`config.mk`:
```
export PLATFORM = sky130hd
export DESIGN_NAME = usb_global_control
export DESIGN_NICKNAME = d
export VERILOG_FILES = /design/src/hw/usb_global_control_pkg.sv /design/src/hw/usb_global_control.sv
export SDC_FILE = /design/constraint.sdc
export NUM_CORES = 1
export LEC_CHECK = 0
export ABC_AREA = 0
export BUFFER_PORTS_ARGS = -buffer_cell sky130_fd_sc_hd__buf_4
export CORE_MARGIN = 10
export CORE_UTILIZATION = 47
export CTS_CLUSTER_DIAMETER = 200
export DETAILED_ROUTE_END_ITERATION = 10
export MAX_ROUTING_LAYER = met4
export PLACE_DENSITY = 0.68
export SETUP_SLACK_MARGIN = 0.3
export SYNTH_ARGS = -nofsm -noshare
export SYNTH_HDL_FRONTEND = slang
export SYNTH_SLANG_ARGS = --single-unit
```
`constraint.sdc`:
```
create_clock -name CLK -period 3 [get_ports CLK]
set_input_delay 0.3 -clock CLK [delete_from_list [all_inputs] [get_ports CLK]]
set_output_delay 0.3 -clock CLK [all_outputs]
set_load 0.1 [all_outputs]
```
`src/hw/usb_global_control_pkg.sv`:
```
// Package for the USB global control block: register map, field layout,
// timing constants and the carrier structs.
// Assumes a 250 MHz system clock and an APB slave with 32-bit data.
`default_nettype none

package usb_global_control_pkg;

    // ------------------------------------------------------------------
    // Register map (byte addresses)
    // ------------------------------------------------------------------
    localparam logic [7:0] GLOBAL_CONTROL_ADDR = 8'hbc;
    localparam logic [7:0] DEVICE_ADDRESS_ADDR = 8'hc0;
    localparam logic [7:0] IRQ_STATUS_ADDR     = 8'hc4;
    localparam logic [7:0] IRQ_MASK_ADDR       = 8'hc8;

    // ------------------------------------------------------------------
    // Global control field positions
    // ------------------------------------------------------------------
    localparam int CTL_ENABLE      = 7;
    localparam int CTL_CLK_SUSPEND = 6;
    localparam int CTL_SEND_WAKE   = 5;
    localparam int CTL_DISCONNECT  = 4;
    localparam int CTL_UPRESUME    = 3;
    localparam int CTL_WAKE_ENABLE = 2;
    localparam int CTL_CONFIGURED  = 1;
    localparam int CTL_ADDR_ENABLE = 0;
    localparam logic [7:0] CONTROL_RESET = 8'h00;
    localparam logic [6:0] DEFAULT_ADDRESS = 7'h00;

    // ------------------------------------------------------------------
    // Interrupt status bits
    // ------------------------------------------------------------------
    localparam int IRQ_BUS_RESET  = 0;
    localparam int IRQ_RESUME_END = 1;
    localparam int IRQ_WIDTH      = 2;

    // ------------------------------------------------------------------
    // Timing
    // ------------------------------------------------------------------
    localparam int CLK_MHZ        = 250;
    localparam int BUS_RESET_NS   = 2700;
    localparam int BUS_RESET_CYC  = (BUS_RESET_NS * CLK_MHZ + 999) / 1000;
    localparam int SUSPEND_MIN_MS = 5;
    localparam int SUSPEND_CYC    = SUSPEND_MIN_MS * CLK_MHZ * 1000;
    localparam int RESUME_MS      = 10;
    localparam int RESUME_CYC     = RESUME_MS * CLK_MHZ * 1000;

    // ------------------------------------------------------------------
    // Carriers
    // ------------------------------------------------------------------
    typedef struct packed {
        logic        psel;
        logic        penable;
        logic        pwrite;
        logic [7:0]  paddr;
        logic [31:0] pwdata;
    } apb_req_s;

    typedef struct packed {
        logic dp;
        logic dm;
    } usb_lines_s;

endpackage

`default_nettype wire

```
`src/hw/usb_global_control.sv`:
```
// Global control of a full-speed USB device controller: control register,
// address register, suspend clock gating, bus reset detect, upstream resume.
// Assumes line states arrive from pins (synchronised here) and that the
// controller core consumes the enables and address driven out.
`default_nettype none

module usb_global_control #(
    parameter int SUSPEND_CYCLES = usb_global_control_pkg::SUSPEND_CYC,
    parameter int RESUME_CYCLES  = usb_global_control_pkg::RESUME_CYC
) (
    // Clock and reset
    input  wire logic                               CLK,
    input  wire logic                               NRST,
    // APB slave
    input  wire usb_global_control_pkg::apb_req_s   APB_REQ,
    output logic                                    PREADY,
    output logic                                    PSLVERR,
    output logic [31:0]                             PRDATA,
    // USB line pins (asynchronous)
    input  wire usb_global_control_pkg::usb_lines_s LINES,
    input  wire logic                               BUS_SUSPENDED,
    // Controller side
    output logic                                    CORE_ENABLE,
    output logic                                    CORE_RESET,
    output logic                                    USB_CLK_ENABLE,
    output logic                                    RESUME_DETECT_ON,
    output logic                                    WAKE_REQUEST,
    output logic                                    DRIVE_RESUME,
    output logic                                    VREF_OUT,
    output logic                                    VREF_OE_N,
    output logic [6:0]                              FUNCTION_ADDRESS,
    output logic                                    ADDRESS_FILTER_ON,
    output logic                                    CONFIGURED,
    // Interrupt
    output logic                                    IRQ
);

    // ------------------------------------------------------------------
    // State
    // ------------------------------------------------------------------
    typedef struct packed {
        logic [1:0]  dp_sync;
        logic [1:0]  dm_sync;
        logic [1:0]  susp_sync;
        logic [7:0]  control;
        logic        filter_on;
        logic [6:0]  address;
        logic [1:0]  status;
        logic [1:0]  mask;
        logic [31:0] se0_count;
        logic [31:0] susp_count;
        logic [31:0] resume_count;
        logic        resuming;
        logic        wake_prev;
        logic [31:0] rdata;
    } state_s;

    state_s st;
    state_s next_st;

    // ------------------------------------------------------------------
    // Integration notes
    // ------------------------------------------------------------------
    // Register access
    // - Zero wait states; PRDATA is registered from the setup address,
    //   so it already stands when the access phase is sampled.
    // - Only the low byte of each word is used; upper bits read zero.
    // - Unmapped offsets read zero and ignore writes, without an error,
    //   so a stray access cannot stall the bus.
    // - The upstream resume flag is owned by hardware: software writes
    //   to that bit are dropped.
    //
    // Line side
    // - Both line pins and the suspend level cross two flip-flops
    //   before use, which adds two cycles to every detect latency.
    // - Bus reset needs an unbroken SE0 run; a single J cycle restarts
    //   the count, so glitches on an idle bus cannot clear state.
    // - The SE0 count saturates, giving one pulse per reset however
    //   long the host holds SE0.
    //
    // Suspend and resume
    // - The suspend counter also saturates, so a long suspend cannot
    //   wrap it back under the threshold.
    // - Resume starts only on a fresh rising edge of send wake; a bit
    //   left set from an earlier attempt never retriggers by itself.
    //   Software must clear it and set it again once conditions hold.
    // - Resume length is fixed by RESUME_CYCLES; the flag clears by
    //   itself and a status event marks the end.
    // - Clock suspend only requests the gate; the gate itself lives in
    //   the clock tree, outside this block.
    //
    // Disable and bus_disconnect_cmd
    // - Clearing the enable bit aborts any resume in progress, holds
    //   the core in reset and floats the pull-up reference.
    // - Bus_disconnect_cmd floats the pull-up as well; the host sees a disconnect.
    //
    // Interrupts
    // - Status bits are sticky; a read of the status word clears them.
    // - An event in the same cycle as that read survives the clear, but one
    //   raised in the setup cycle before it is cleared without being read.
    // - IRQ is a level, high while any unmasked status bit is set.

    logic access;
    logic wr;
    logic rd;
    logic se0;
    logic bus_reset;
    logic suspended_long;
    logic clocks_on;
    logic wake_rise;
    logic [1:0] events;

    always_comb
    begin
        next_st = st;
        access  = APB_REQ.psel & APB_REQ.penable;
        wr      = access & APB_REQ.pwrite;
        rd      = access & ~APB_REQ.pwrite;

        // Two-stage synchronisers; only stage 2 is read by logic
        next_st.dp_sync   = {st.dp_sync[0], LINES.dp};
        next_st.dm_sync   = {st.dm_sync[0], LINES.dm};
        next_st.susp_sync = {st.susp_sync[0], BUS_SUSPENDED};

        // --------------------------------------------------------------
        // Bus reset detect
        // --------------------------------------------------------------
        se0 = ~st.dp_sync[1] & ~st.dm_sync[1];
        if (se0 && st.control[usb_global_control_pkg::CTL_ENABLE])
        begin
            if (st.se0_count < 32'(usb_global_control_pkg::BUS_RESET_CYC))
                next_st.se0_count = st.se0_count + 32'h1;
        end
        else
            next_st.se0_count = 32'h0;
        // One pulse when the SE0 run reaches 2.7 us
        bus_reset = se0 && st.control[usb_global_control_pkg::CTL_ENABLE]
            && (st.se0_count
                == 32'(usb_global_control_pkg::BUS_RESET_CYC) - 32'h1);

        // --------------------------------------------------------------
        // Suspend duration and upstream resume
        // --------------------------------------------------------------
        if (st.susp_sync[1])
        begin
            if (st.susp_count < 32'(SUSPEND_CYCLES))
                next_st.susp_count = st.susp_count + 32'h1;
        end
        else
            next_st.susp_count = 32'h0;
        suspended_long = st.susp_count >= 32'(SUSPEND_CYCLES);
        clocks_on = ~st.control[usb_global_control_pkg::CTL_CLK_SUSPEND];
        wake_rise = st.control[usb_global_control_pkg::CTL_SEND_WAKE]
            & ~st.wake_prev;
        next_st.wake_prev = st.control[usb_global_control_pkg::CTL_SEND_WAKE];
        events = '0;

        if (st.resuming)
        begin
            if (st.resume_count == 32'h0)
            begin
                next_st.resuming = 1'b0;
                next_st.control[usb_global_control_pkg::CTL_UPRESUME] =
                    1'b0;
                events[usb_global_control_pkg::IRQ_RESUME_END] = 1'b1;
            end
            else
                next_st.resume_count = st.resume_count - 32'h1;
        end
        else if (wake_rise
            && st.control[usb_global_control_pkg::CTL_WAKE_ENABLE]
            && clocks_on && suspended_long)
        begin
            next_st.resuming     = 1'b1;
            next_st.resume_count = 32'(RESUME_CYCLES) - 32'h1;
            next_st.control[usb_global_control_pkg::CTL_UPRESUME] =
                1'b1;
        end

        // --------------------------------------------------------------
        // Register writes (send wake is never self-cleared)
        // --------------------------------------------------------------
        if (wr)
        begin
            unique case (APB_REQ.paddr)
                usb_global_control_pkg::GLOBAL_CONTROL_ADDR:
                begin
                    // Flag bit is hardware owned; keep any set this cycle
                    next_st.control = {APB_REQ.pwdata[7:4],
                        next_st.control[usb_global_control_pkg::CTL_UPRESUME],
                        APB_REQ.pwdata[2:0]};
                end
                usb_global_control_pkg::DEVICE_ADDRESS_ADDR:
                begin
                    next_st.filter_on = APB_REQ.pwdata[7];
                    next_st.address   = APB_REQ.pwdata[6:0];
                end
                usb_global_control_pkg::IRQ_MASK_ADDR:
                    next_st.mask = APB_REQ.pwdata[1:0];
                default:
                    next_st.rdata = st.rdata;
            endcase
        end

        // Bus reset wins over software writes of the state bits
        if (bus_reset)
        begin
            next_st.control[usb_global_control_pkg::CTL_CONFIGURED]  =
                1'b0;
            next_st.control[usb_global_control_pkg::CTL_ADDR_ENABLE] =
                1'b0;
            next_st.address = usb_global_control_pkg::DEFAULT_ADDRESS;
            events[usb_global_control_pkg::IRQ_BUS_RESET] = 1'b1;
        end

        // Disabled controller drops the resume flag and any resume in progress
        if (!next_st.control[usb_global_control_pkg::CTL_ENABLE])
        begin
            next_st.control[usb_global_control_pkg::CTL_UPRESUME] = 1'b0;
            next_st.resuming = 1'b0;
        end

        // --------------------------------------------------------------
        // Read data and interrupt status (set beats read-clear)
        // --------------------------------------------------------------
        next_st.rdata = 32'h0;
        unique case (APB_REQ.paddr)
            usb_global_control_pkg::GLOBAL_CONTROL_ADDR:
                next_st.rdata = {24'h0, st.control};
            usb_global_control_pkg::DEVICE_ADDRESS_ADDR:
                next_st.rdata = {24'h0, st.filter_on, st.address};
            usb_global_control_pkg::IRQ_STATUS_ADDR:
                next_st.rdata = {30'h0, st.status};
            usb_global_control_pkg::IRQ_MASK_ADDR:
                next_st.rdata = {30'h0, st.mask};
            default:
                next_st.rdata = 32'h0;
        endcase
        if (rd && APB_REQ.paddr == usb_global_control_pkg::IRQ_STATUS_ADDR)
            next_st.status = events;
        else
            next_st.status = st.status | events;
    end

    // ------------------------------------------------------------------
    // State register
    // ------------------------------------------------------------------
    // Reset clears everything: the core starts disabled and held in
    // reset, the pull-up floats, and the address falls back to the
    // default, so the device stays invisible until software enables it.
    // Only constants appear in the reset branch.
    always_ff @(posedge CLK or negedge NRST)
    begin
        if (!NRST)
        begin
            st         <= '0;
            st.control <= usb_global_control_pkg::CONTROL_RESET;
            st.address <= usb_global_control_pkg::DEFAULT_ADDRESS;
        end
        else
            st <= next_st;
    end

    // ------------------------------------------------------------------
    // Outputs
    // ------------------------------------------------------------------
    // Every output below is a plain decode of registered state, so none
    // of them can glitch on an input change within a cycle.
    // VREF_OUT is a constant high; the enable and disconnect bits decide whether the
    // pull-up reference is driven or left floating.
    // FUNCTION_ADDRESS shows the default address until software enables
    // the assigned one, so early packets still reach address zero.
    //
    // Zero wait states: read data is precomputed during the setup cycle
    assign PREADY  = 1'b1;
    assign PSLVERR = 1'b0;
    assign PRDATA  = st.rdata;
    assign CORE_ENABLE = st.control[usb_global_control_pkg::CTL_ENABLE];
    assign CORE_RESET  = ~st.control[usb_global_control_pkg::CTL_ENABLE];
    // Clock gate request; resume detect stays alive while gated
    assign USB_CLK_ENABLE = st.control[usb_global_control_pkg::CTL_ENABLE]
        & ~st.control[usb_global_control_pkg::CTL_CLK_SUSPEND];
    assign RESUME_DETECT_ON = st.control[usb_global_control_pkg::CTL_ENABLE];
    assign WAKE_REQUEST = st.control[usb_global_control_pkg::CTL_SEND_WAKE]
        & st.control[usb_global_control_pkg::CTL_ENABLE];
    assign DRIVE_RESUME = st.resuming;
    assign VREF_OUT  = 1'b1;
    // Floated when detached or disabled, which releases the bus
    assign VREF_OE_N = st.control[usb_global_control_pkg::CTL_DISCONNECT]
        | ~st.control[usb_global_control_pkg::CTL_ENABLE];
    assign FUNCTION_ADDRESS =
        st.control[usb_global_control_pkg::CTL_ADDR_ENABLE]
        ? st.address : usb_global_control_pkg::DEFAULT_ADDRESS;
    assign ADDRESS_FILTER_ON = st.filter_on;
    assign CONFIGURED = st.control[usb_global_control_pkg::CTL_CONFIGURED];
    assign IRQ = |(st.status & st.mask);

endmodule

`default_nettype wire

```
# After elaboration in Yosys (flattened, before gate mapping)
# Cells that the tools add are included.
[word_totals]
ff_bits = 156
inputBits = 48
wordCells = 88
output_inout_bits = 52
[classes]
reduce_logical = 18
eq_ne = 8
mux = 24
bitwise = 16
order_cmp = 3
addsub = 3
[ops]
columns = ["op", "count"]
rows = [
  ["$mux W32", 5],
  ["$mux W33", 2],
  ["$add A32 B1 Y32 const B", 2],
  ["$eq A32 B10 Y1 const B", 1],
  ["$eq A8 B8 Y1 const B", 4],
  ["$ge A32 B21 Y1 const B", 1],
  ["$logic_not A32 Y1", 1],
  ["$lt A32 B10 Y1 const B", 1],
  ["$lt A32 B21 Y1 const B", 1],
  ["$pmux W8 S4", 1],
  ["$sub A32 B1 Y32 const B", 1],
  ["$mux W16", 1],
  ["$mux W8", 2],
  ["$mux W7", 2],
  ["$reduce_and A2 Y1", 6],
  ["$mux W1", 9],
  ["$reduce_bool A2 Y1", 4],
  ["$and A1 B1 Y1", 7],
  ["$logic_and A1 B1 Y1", 6],
  ["$not A1 Y1", 6],
  ["$mux W2", 2],
  ["$ne A2 B2 Y1 const B", 2],
  ["$and A2 B2 Y2", 1],
  ["$ne A2 B1 Y1 const B", 1],
  ["3 further kinds", 3],
]

# Depth between registers and ports, before layout
# Gate-level depths: netlist (run 1).
[logic_depth]
word_depth = 10
mapped_depth = 8
depth_no_buf = 7

# Least setup slack after synthesis (run 1)
# Ideal clock, no wire load.
[synth_timing]
path_type = "register to output"
from = "reg st, in the netlist CORE_ENABLE"
to = "out USB_CLK_ENABLE"
setup_slack_ns = -0.148
n_path_buf = 0
required_time_ns = 2.700
path_stages_with_launch = 3
t_arrival_ns = 2.848
path_cell_list = "dfrtp_1 > inv_2 > nor2_1"
[synth_between]
elab_chain_len = 1
[synth_rtl]
columns = ["element", "line", "text"]
rows = [
  ["from (decl)", "usb_global_control.sv:58", "state_s st;"],
  ["from (signal assigned)", "usb_global_control.sv:261", "st <= next_st;"],
  ["$and A1 B1 Y1", "usb_global_control.sv:282", "& ~st.control[usb_global_control_pkg::CTL_CLK_SUSPEND];"],
  ["to (decl)", "usb_global_control.sv:25", "output logic USB_CLK_ENABLE,"],
]
# No other way between the ends.

# Worst setup path after layout (run 1)
[layout_timing]
from = "reg st[46] in the netlist's numbering"
to = "reg st[60] in the netlist's numbering"
[layout_between]
elab_chain_len = 3
[layout_rtl]
columns = ["element", "line"]
rows = [
  ["$sub A32 B1 Y32 or $logic_not A32 Y1 (tied branches)", "usb_global_control.sv:168, usb_global_control.sv:160"],
  ["$mux W32 or $ne A2 B2 Y1 (tied branches)", "--"],
  ["$mux W33 or $reduce_and A2 Y1 (tied branches)", "--"],
]
# Parallel ways exist; a longest one is shown, timed or not. The select of a mux whose other input is x is not followed.
# A chain may end at the register's enable or synchronous reset.

==> impl_metrics.env, run 1 <==
export IMPL_cts_buffers=17
export IMPL_postLayoutCoreUtil=0.562
export IMPL_core_sq_um=13900
export IMPL_hp_class="in2async"
export IMPL_synth_top_cell_area_share=0.497
export IMPL_min_period_ns=2.45
export IMPL_grt_setup_unrepaired="no"
export IMPL_synth_flop_cell="dfrtp_1"
export IMPL_max_vdd_ir_drop_uv=516
export IMPL_grt_max_degree=76
export IMPL_die_h_microns=139
export IMPL_worstPathArrival_ns=2.81
export IMPL_p_per_area_nw_per_um2=586
export IMPL_gp_congestion=0.875
export IMPL_synthCells=639
export IMPL_cts_path_max_buffers=2
export IMPL_synth_warnings=0
export IMPL_area_growth_pct=17.4
export IMPL_synth_edf_count=0
export IMPL_critPathLaunch="st[46]"
export IMPL_timing_final_crit_share=0.818
export IMPL_p_leak_nw=3.77
export IMPL_clock_latency_ns=0.42
export IMPL_grt_antenna_before_repair=0
export IMPL_cp_data_required_time_ns=3.36
export IMPL_netlist_area_sq_um=6640
export IMPL_die_w_microns=139
export IMPL_synth_commonest_cells="132 x dfrtp_1, 45 x and2_1, 41 x nor2_1, 36 x buf_4, 34 x nand2_1"
export IMPL_yosysMostFrequentCell="dfrtp_1"
export IMPL_finalSetupViolations=0
export IMPL_run_status="completed"
export IMPL_vias=5192
export IMPL_slew_viol_final=0
export IMPL_numPortBuffers=48
export IMPL_p_total_mw=4.57
export IMPL_cts_tree="built"
export IMPL_cp_top_family="compound AO/OA/AOI/OAI gates"
export IMPL_syn_avg_cell_area_sq_um=10.4
export IMPL_htree_levels=4
export IMPL_cp_slowest_stage_delay_ns=0.58
export IMPL_clock_fmax_mhz=408
export IMPL_seq_area_frac_synth=0.497
export IMPL_crit_type="reg2reg"
export IMPL_rows=43
export IMPL_fin_cells=884
export IMPL_drc=0
export IMPL_cp_start_kind="register"
export IMPL_grtUsageTotal=0.164
export IMPL_finish_net_count=745
export IMPL_fin_tns_setup_ns=0
export IMPL_postRouteAntennaNets=0
export IMPL_wl_mm=15.4
export IMPL_maxCapViolations=0
export IMPL_synth_area_leaders="dfrtp_1 50%, and2_1 4.2%, buf_4 4.1%"
export IMPL_start_util=0.479
export IMPL_viasPerCell=5.87
export IMPL_slowest_stage="a21oi_2"
export IMPL_path_max_fanout=10
export IMPL_antenna_cells=0
export IMPL_grt_pass1_vias=5188
export IMPL_grt_overflow=0
export IMPL_drt_iter0_markers=355
export IMPL_cts_clk_slew_worst_paths_ns=0.06
export IMPL_crit_buf_inv=0
export IMPL_grt_first_pass_wirelength_mm=26.2
export IMPL_synth_top_cell_by_area="dfrtp_1"
export IMPL_r2r_start="st[46]"
export IMPL_placed_cells=849
export IMPL_crit_path_end_kind="register"
export IMPL_postCtsSetupBuffers=0
export IMPL_clock_sinks=132
export IMPL_final_hold_violation_count=0
export IMPL_ios=100
export IMPL_yosysUniqueCellTypes=76
export IMPL_slew_headroom=0.360
export IMPL_drt_pass1_iter_count=5
export IMPL_skew_ns=0.00583
export IMPL_wl_per_cell_microns=17.4
export IMPL_die_area_sq_um=19300
export IMPL_synthArstFlopShare=1.00
export IMPL_worst_pin_slew_ns=0.960
export IMPL_drive_gt1_frac=0.170
export IMPL_crit_chain="nor4_1 > and4_1 > a31oi_2 > a21oi_2 > a221o_1"
export IMPL_cts_root_buf="clkbuf_16"
export IMPL_dp_final_hpwl_mm=10.4
export IMPL_ys_ff_latch=132
[cell families after synthesis]
family	Yosys count	synth area share
xor+xnor	10	0.0132
flops	132	0.497
fa+ha+maj	6	0.0113
mux	18	0.0284
compound gates	135	0.141
buf+inv	74	0.0663
other cells	2	0.00113
simple gates	262	0.241
[power by group]
| part | internal, mW | leakage, nW | switching, mW |
|---|---|---|---|
| Clock | 1.69 | 0.336 | 0.783 |
| Sequential | 1.79 | 1.82 | 0.0147 |
| Combinational | 0.0460 | 1.62 | 0.250 |
[worst paths after layout]
check | slack, ns | end | cells after the start
max | 0.55 | st[60] | 5
min | 0.03 | st[80] | 1
max reg2reg | 0.55 | st[60] | 5
min reg2reg | 0.34 | st[155] | 0
max in group asynchronous | 2.17 | st[55] | 2
min in group CLK | 0.12 | ADDRESS_FILTER_ON | 2
[layer usage]
metal  up-vias  share of wire  global-route usage
li1       2417              -                   -
met1      2609           0.44               0.200
met2       145           0.49               0.264
met3        21          0.050              0.0401
met4         0          0.012              0.0527
met5         -              0                   -
[area by class of cell]
| type | instances | area [sq um] |
|---|---|---|
| clock inverters | 13 | 251 |
| fillers | 1181 | 6080 |
| clock buffers | 19 | 453 |
| well taps | 180 | 225 |
| multi-input cells | 458 | 3000 |
| inverters | 19 | 71.3 |
| repair buffers | 63 | 493 |
| flip-flops and latches | 132 | 3300 |
[placed cells by master, fill, tap and decap left out, types with 14 or more instances in the layout]
master and instances:
nand3_1 18, and2_1 45, a21oi_1 31, conb_1 27
dfrtp_1 131, nor4_1 17, inv_1 16, nand2_1 34
clkbuf_16 17, or4_1 15, nor2_1 40, buf_4 59
o31ai_1 14, nor3_1 20
[through the flow]
stage / area (sq um) / setup WS (ns) / hold WS [ns]
floorplan: 6740 / 0.387 / 0.00441
global placement: 7060 / 0.677 / 0.340
detailed placement: 7060 / 0.637 / 0.336
CTS: 7790 / 0.610 / 0.0672
global route: 7800 / 0.305 / 0.111
finish: 7800 / 0.547 / 0.0322
[flip-flops by register name, indices dropped and copies added, names as in the netlist]
name / cells
ADDRESS_FILTER_ON: 1
CONFIGURED: 1
DRIVE_RESUME: 1
next_st: 4
st: 116
PRDATA: 8
CORE_ENABLE: 1
[repair_timing]
item / CTS / global route
gates resized for setup: 0 / 1
hold buffers: 3 / 0
hold endpoints to repair: 3 / 0
endpoints found under the setup margin: 0 / 1
No activity file was read; power rests on OpenSTA's default activity.
==> run 2, diff against run 1 <==
- PLACE_DENSITY: 0.68 -> 0.7
- clock period: 3 -> 2.1 ns (I/O delays scaled with it)
==> impl_metrics.env, run 2 (synthesis results as in run 1) <==
export IMPL_r2r_end="st[80]"
export IMPL_p_leak_nw=4.32
export IMPL_violations="negative setup slack"
export IMPL_cts_tree="built"
export IMPL_die_w_microns=139
export IMPL_drt_iter0_markers=444
export IMPL_multiInputGateArea_sq_um=3600
export IMPL_grt_pass1_vias=5763
export IMPL_p_total_mw=5.97
export IMPL_skew_ns=0.0120
export IMPL_largest_reg_flops=116
export IMPL_regArea_sq_um=3320
export IMPL_antenna_cells=0
export IMPL_drc=0
export IMPL_htree_levels=4
export IMPL_rows=43
export IMPL_cp_data_required_time_ns=2.42
export IMPL_regMostFlops="st"
export IMPL_cp_slowest_stage_delay_ns=0.55
export IMPL_grtUsageTotal=0.186
export IMPL_fin_area_sq_um=9090
export IMPL_postRouteAntennaNets=0
export IMPL_grt_first_pass_wirelength_mm=29.3
export IMPL_path_max_fanout=6
export IMPL_slowest_stage="or4_1"
export IMPL_run_status="finished with violations"
export IMPL_slew_viol_final=0
export IMPL_cts_root_buf="clkbuf_16"
export IMPL_clock_fmax_mhz=443
export IMPL_ios=100
export IMPL_clock_latency_ns=0.43
export IMPL_die_h_microns=139
export IMPL_mostFrequentLayoutCell="buf_4"
export IMPL_grt_max_degree=57
export IMPL_grt_overflow=0
export IMPL_area_growth_pct=36.8
export IMPL_drt_pass1_iter_count=5
export IMPL_numPortBuffers=48
export IMPL_die_area_sq_um=19300
export IMPL_cts_clk_slew_worst_paths_ns=0.06
export IMPL_cts_path_max_buffers=2
export IMPL_r2r_start="st[79]"
export IMPL_clock_sinks=132
export IMPL_maxCapViolations=0
export IMPL_hold_path_cell_count=2
export IMPL_drive_gt1_frac=0.370
export IMPL_crit_path_end_kind="register"
export IMPL_grt_setup_unrepaired="yes"
export IMPL_cp_start_kind="register"
export IMPL_wl_per_cell_microns=18.8
export IMPL_worst_pin_slew_ns=0.584
export IMPL_crit_chain="nor3_2 > and4b_2 > buf_4 > a211o_4 > or4_1 > a21oi_1"
export IMPL_final_cell_mix="138 x buf_4, 124 x dfrtp_1, 45 x and2_1"
export IMPL_crit_type="reg2reg"
export IMPL_final_setup_worst_slack_ns=-0.156
export IMPL_dp_final_hpwl_mm=11.4
export IMPL_max_vdd_ir_drop_uv=621
export IMPL_vias=5802
export IMPL_p_per_area_nw_per_um2=657
export IMPL_finalSetupViolations=10
export IMPL_finish_net_count=842
export IMPL_reg2reg_slack_ns=-0.16
export IMPL_viasPerCell=5.91
export IMPL_timing_final_crit_share=1.07
export IMPL_slew_headroom=0.608
export IMPL_min_period_ns=2.26
export IMPL_hp_start="APB_REQ[7]"
export IMPL_start_util=0.479
export IMPL_hp_class="in2reg"
export IMPL_cts_buffers=17
export IMPL_nFillCells=1008
export IMPL_grt_antenna_before_repair=0
export IMPL_placed_cell_area_sq_um=7620
export IMPL_whs_endpoint="ADDRESS_FILTER_ON"
export IMPL_worstPathArrival_ns=2.57
export IMPL_core_sq_um=13900
export IMPL_gp_congestion=0.915
export IMPL_dpl_worst_slack_ns=-0.0254
export IMPL_final_hold_violation_count=0
export IMPL_wl_mm=18.5
export IMPL_reg2regPathDepth=6
[run 2: final cells by class]
class	count	area share
timing repair buffer	157	0.141
inverter	19	0.00923
tap	180	0.0248
multi-input combinational	461	0.396
clock buffer	17	0.0468
sequential	132	0.365
clock inverter	15	0.0174
[run 2: power breakdown]
part	leakage, nW	switching, mW	internal [mW]
Clock	0.276	1.17	1.75
Combinational	2.24	0.373	0.0878
Sequential	1.80	0.0219	2.56
Total	4.32	1.57	4.40
[run 2: critical path: cells and delay by family, from the launching register on]
kind                   cells  cell delay (ns)
AO/OA/AOI/OAI              2             0.50
buffers and inverters      1             0.15
flip-flops                 1             0.39
AND/OR/NAND/NOR            3             1.11
[run 2: how the worst max path moves through the flow]
stage	startpoint	end	depth (start not counted)
floorplan	CORE_ENABLE	CONFIGURED	6
global placement	st[79]	st[70]	6
detailed placement	st[94]	st[71]	5
CTS	st[94]	st[85]	6
global route	st[79]	st[83]	5
finish	st[79]	st[80]	6
[run 2: repair_timing]
| item | in CTS | in global routing |
|---|---|---|
| hold buffers | 4 | 0 |
| pin swaps | 23 | 20 |
| endpoints found under the hold margin | 39 | 0 |
| buffers inserted | 24 | 14 |
| setup endpoints to repair | 71 | 74 |
| resized for setup | 60 | 51 |
| cloned | 4 | 0 |
[run 2: per-stage QoR]
step | std cells | hold slack [ns] | TNS [ns] | util
floorplan | 664 | -0.0856 | -1.85 | -
global placement | 903 | 0.207 | 0 | 0.549
detailed placement | 903 | 0.221 | -0.0714 | 0.549
CTS | 967 | 0.0154 | -0.124 | 0.628
global route | 981 | 0.00807 | -1.38 | 0.655
finish | 981 | 0.0196 | -0.750 | 0.655
[run 2: layer usage]
layer | share of wire | track usage | up-vias
met5 | 0 | - | -
met4 | 0.019 | 0.0697 | 0
met2 | 0.52 | 0.306 | 221
met1 | 0.41 | 0.219 | 2922
met3 | 0.050 | 0.0414 | 34
li1 | - | - | 2625
==> run 3, diff against run 2 <==
- CELL_PAD_IN_SITES_DETAIL_PLACEMENT: unset -> 1
- CELL_PAD_IN_SITES_GLOBAL_PLACEMENT: unset -> 1
- CORE_UTILIZATION: 47 -> 40
- PLACE_DENSITY: 0.7 -> 0.76
- SETUP_SLACK_MARGIN: 0.3 -> 0.02
==> impl_metrics.env, run 3 (synthesis results as in run 1) <==
export IMPL_drt_pass1_iter_count=4
export IMPL_grt_setup_unrepaired="yes"
export IMPL_grt_pass1_vias=6189
export IMPL_htree_levels=4
export IMPL_mostFrequentLayoutCell="buf_4"
export IMPL_clock_fmax_mhz=466
export IMPL_maxCapViolations=0
export IMPL_rows=47
export IMPL_final_setup_worst_slack_ns=-0.0472
export IMPL_placed_cell_area_sq_um=7630
export IMPL_die_w_microns=149
export IMPL_dp_final_hpwl_mm=13.8
export IMPL_hold_ws_ns=0.0293
export IMPL_gp_congestion=0.878
export IMPL_numPortBuffers=48
export IMPL_clock_latency_ns=0.42
export IMPL_final_cell_mix="131 x buf_4, 130 x dfrtp_1, 45 x and2_1"
export IMPL_cts_path_max_buffers=2
export IMPL_cp_start_kind="register"
export IMPL_cts_clk_slew_worst_paths_ns=0.06
export IMPL_viasPerCell=5.67
export IMPL_regMostFlops="st"
export IMPL_hp_class="in2reg"
export IMPL_crit_type="reg2reg"
export IMPL_min_period_ns=2.15
export IMPL_run_status="finished with violations"
export IMPL_nFillCells=1776
export IMPL_cp_data_required_time_ns=2.40
export IMPL_grt_overflow=0
export IMPL_finalSetupViolations=7
export IMPL_max_vdd_ir_drop_uv=627
export IMPL_fin_cells=1005
export IMPL_drt_iter0_markers=356
export IMPL_worstPathArrival_ns=2.45
export IMPL_final_hold_violation_count=0
export IMPL_p_per_area_nw_per_um2=674
export IMPL_antenna_cells=0
export IMPL_slew_viol_final=0
export IMPL_wl_mm=20.1
export IMPL_largest_reg_flops=116
export IMPL_core_sq_um=16400
export IMPL_violations="negative setup slack"
export IMPL_area_growth_pct=29.2
export IMPL_grt_antenna_before_repair=0
export IMPL_vias=5703
export IMPL_fin_area_sq_um=8580
export IMPL_clock_sinks=132
export IMPL_die_area_sq_um=22200
export IMPL_cts_buffers=17
export IMPL_ios=100
export IMPL_postRouteAntennaNets=0
export IMPL_drc=0
export IMPL_p_leak_nw=4.17
export IMPL_path_max_fanout=6
export IMPL_skew_ns=0.00916
export IMPL_crit_path_end_kind="register"
export IMPL_fin_tns_setup_ns=-0.177
export IMPL_drive_gt1_frac=0.301
export IMPL_grt_first_pass_wirelength_mm=32.4
export IMPL_cts_root_buf="clkbuf_16"
export IMPL_reg2reg_slack_ns=-0.05
export IMPL_grtUsageTotal=0.185
export IMPL_grt_max_degree=60
export IMPL_cts_tree="built"
export IMPL_timing_final_crit_share=1.02
export IMPL_finish_net_count=826
export IMPL_wl_per_cell_microns=20.0
export IMPL_placed_cells=952
export IMPL_die_h_microns=149
export IMPL_start_util=0.405
-- run 3: cell count changes in the layout (fill, tap and decap cells not counted), moves of 6 or more --
cell and change:
nor2_1 +12, nor4_4 -8, dfrtp_1 +6, buf_4 -7, nor2_4 -7, nor4_1 +9
buf_6 -7
-- run 3: per-layer routing --
metal	track usage	vias up	wire length, microns
met5	-	-	0
met2	0.313	130	10500
li1	-	2590	-
met3	0.0407	35	770
met4	0.0633	0	423
met1	0.214	2948	8410
-- run 3: power breakdown --
| part | switching [mW] | total (mW) | internal [mW] |
|---|---|---|---|
| logic | 0.381 | 0.470 | 0.0888 |
| clock network | 1.14 | 2.74 | 1.60 |
| registers | 0.0182 | 2.58 | 2.56 |
-- run 3: timing repair --
action / CTS / global route
endpoints found under the setup margin: 34 / 63
gates cloned: 2 / 0
pin swaps: 16 / 14
resized for setup: 17 / 35
endpoints found under the hold margin: 31 / 0
hold buffers: 4 / 0
buffers inserted: 5 / 10
-- run 3: final timing paths --
kind                                   start           endpoint  cells after the start
worst max-delay path                  st[71]             st[85]                      6
worst min-delay path              APB_REQ[7]  ADDRESS_FILTER_ON                      2
worst max register to register        st[71]             st[85]                      6
worst min register to register  next_st[155]            st[155]                      0
max in group asynchronous               NRST             st[48]                      3
min in group asynchronous               NRST             st[89]                      2
-- run 3: final cells by class --
| class | count | area, sq um | area share |
|---|---|---|---|
| well taps | 220 | 275 | 0.0321 |
| clock buffers | 21 | 470 | 0.0548 |
| repair buffers | 142 | 1130 | 0.131 |
| multi-input cells | 460 | 3240 | 0.377 |
| clock inverters | 11 | 77.6 | 0.00904 |
| inverters | 19 | 83.8 | 0.00977 |
| flip-flops and latches | 132 | 3310 | 0.385 |
-- run 3: critical path, stage by stage (launching register included) --
cell,delay (ns)
dfrtp_1,0.36
buf_4,0.13
and3_1,0.23
and4_1,0.35
nand4_1,0.35
o41ai_1,0.51
a21oi_2,0.10
-- run 3: metrics by stage --
stage          utilization  power (mW)  setup slack (ns)
2_1_floorplan            -        2.96            -0.187
3_3_place_gp         0.465        3.06           -0.0160
3_5_place_dp         0.465        3.08           -0.0942
4_1_cts              0.509        5.83           -0.0101
5_1_grt              0.523        6.01            -0.171
6_report             0.523        5.79           -0.0472
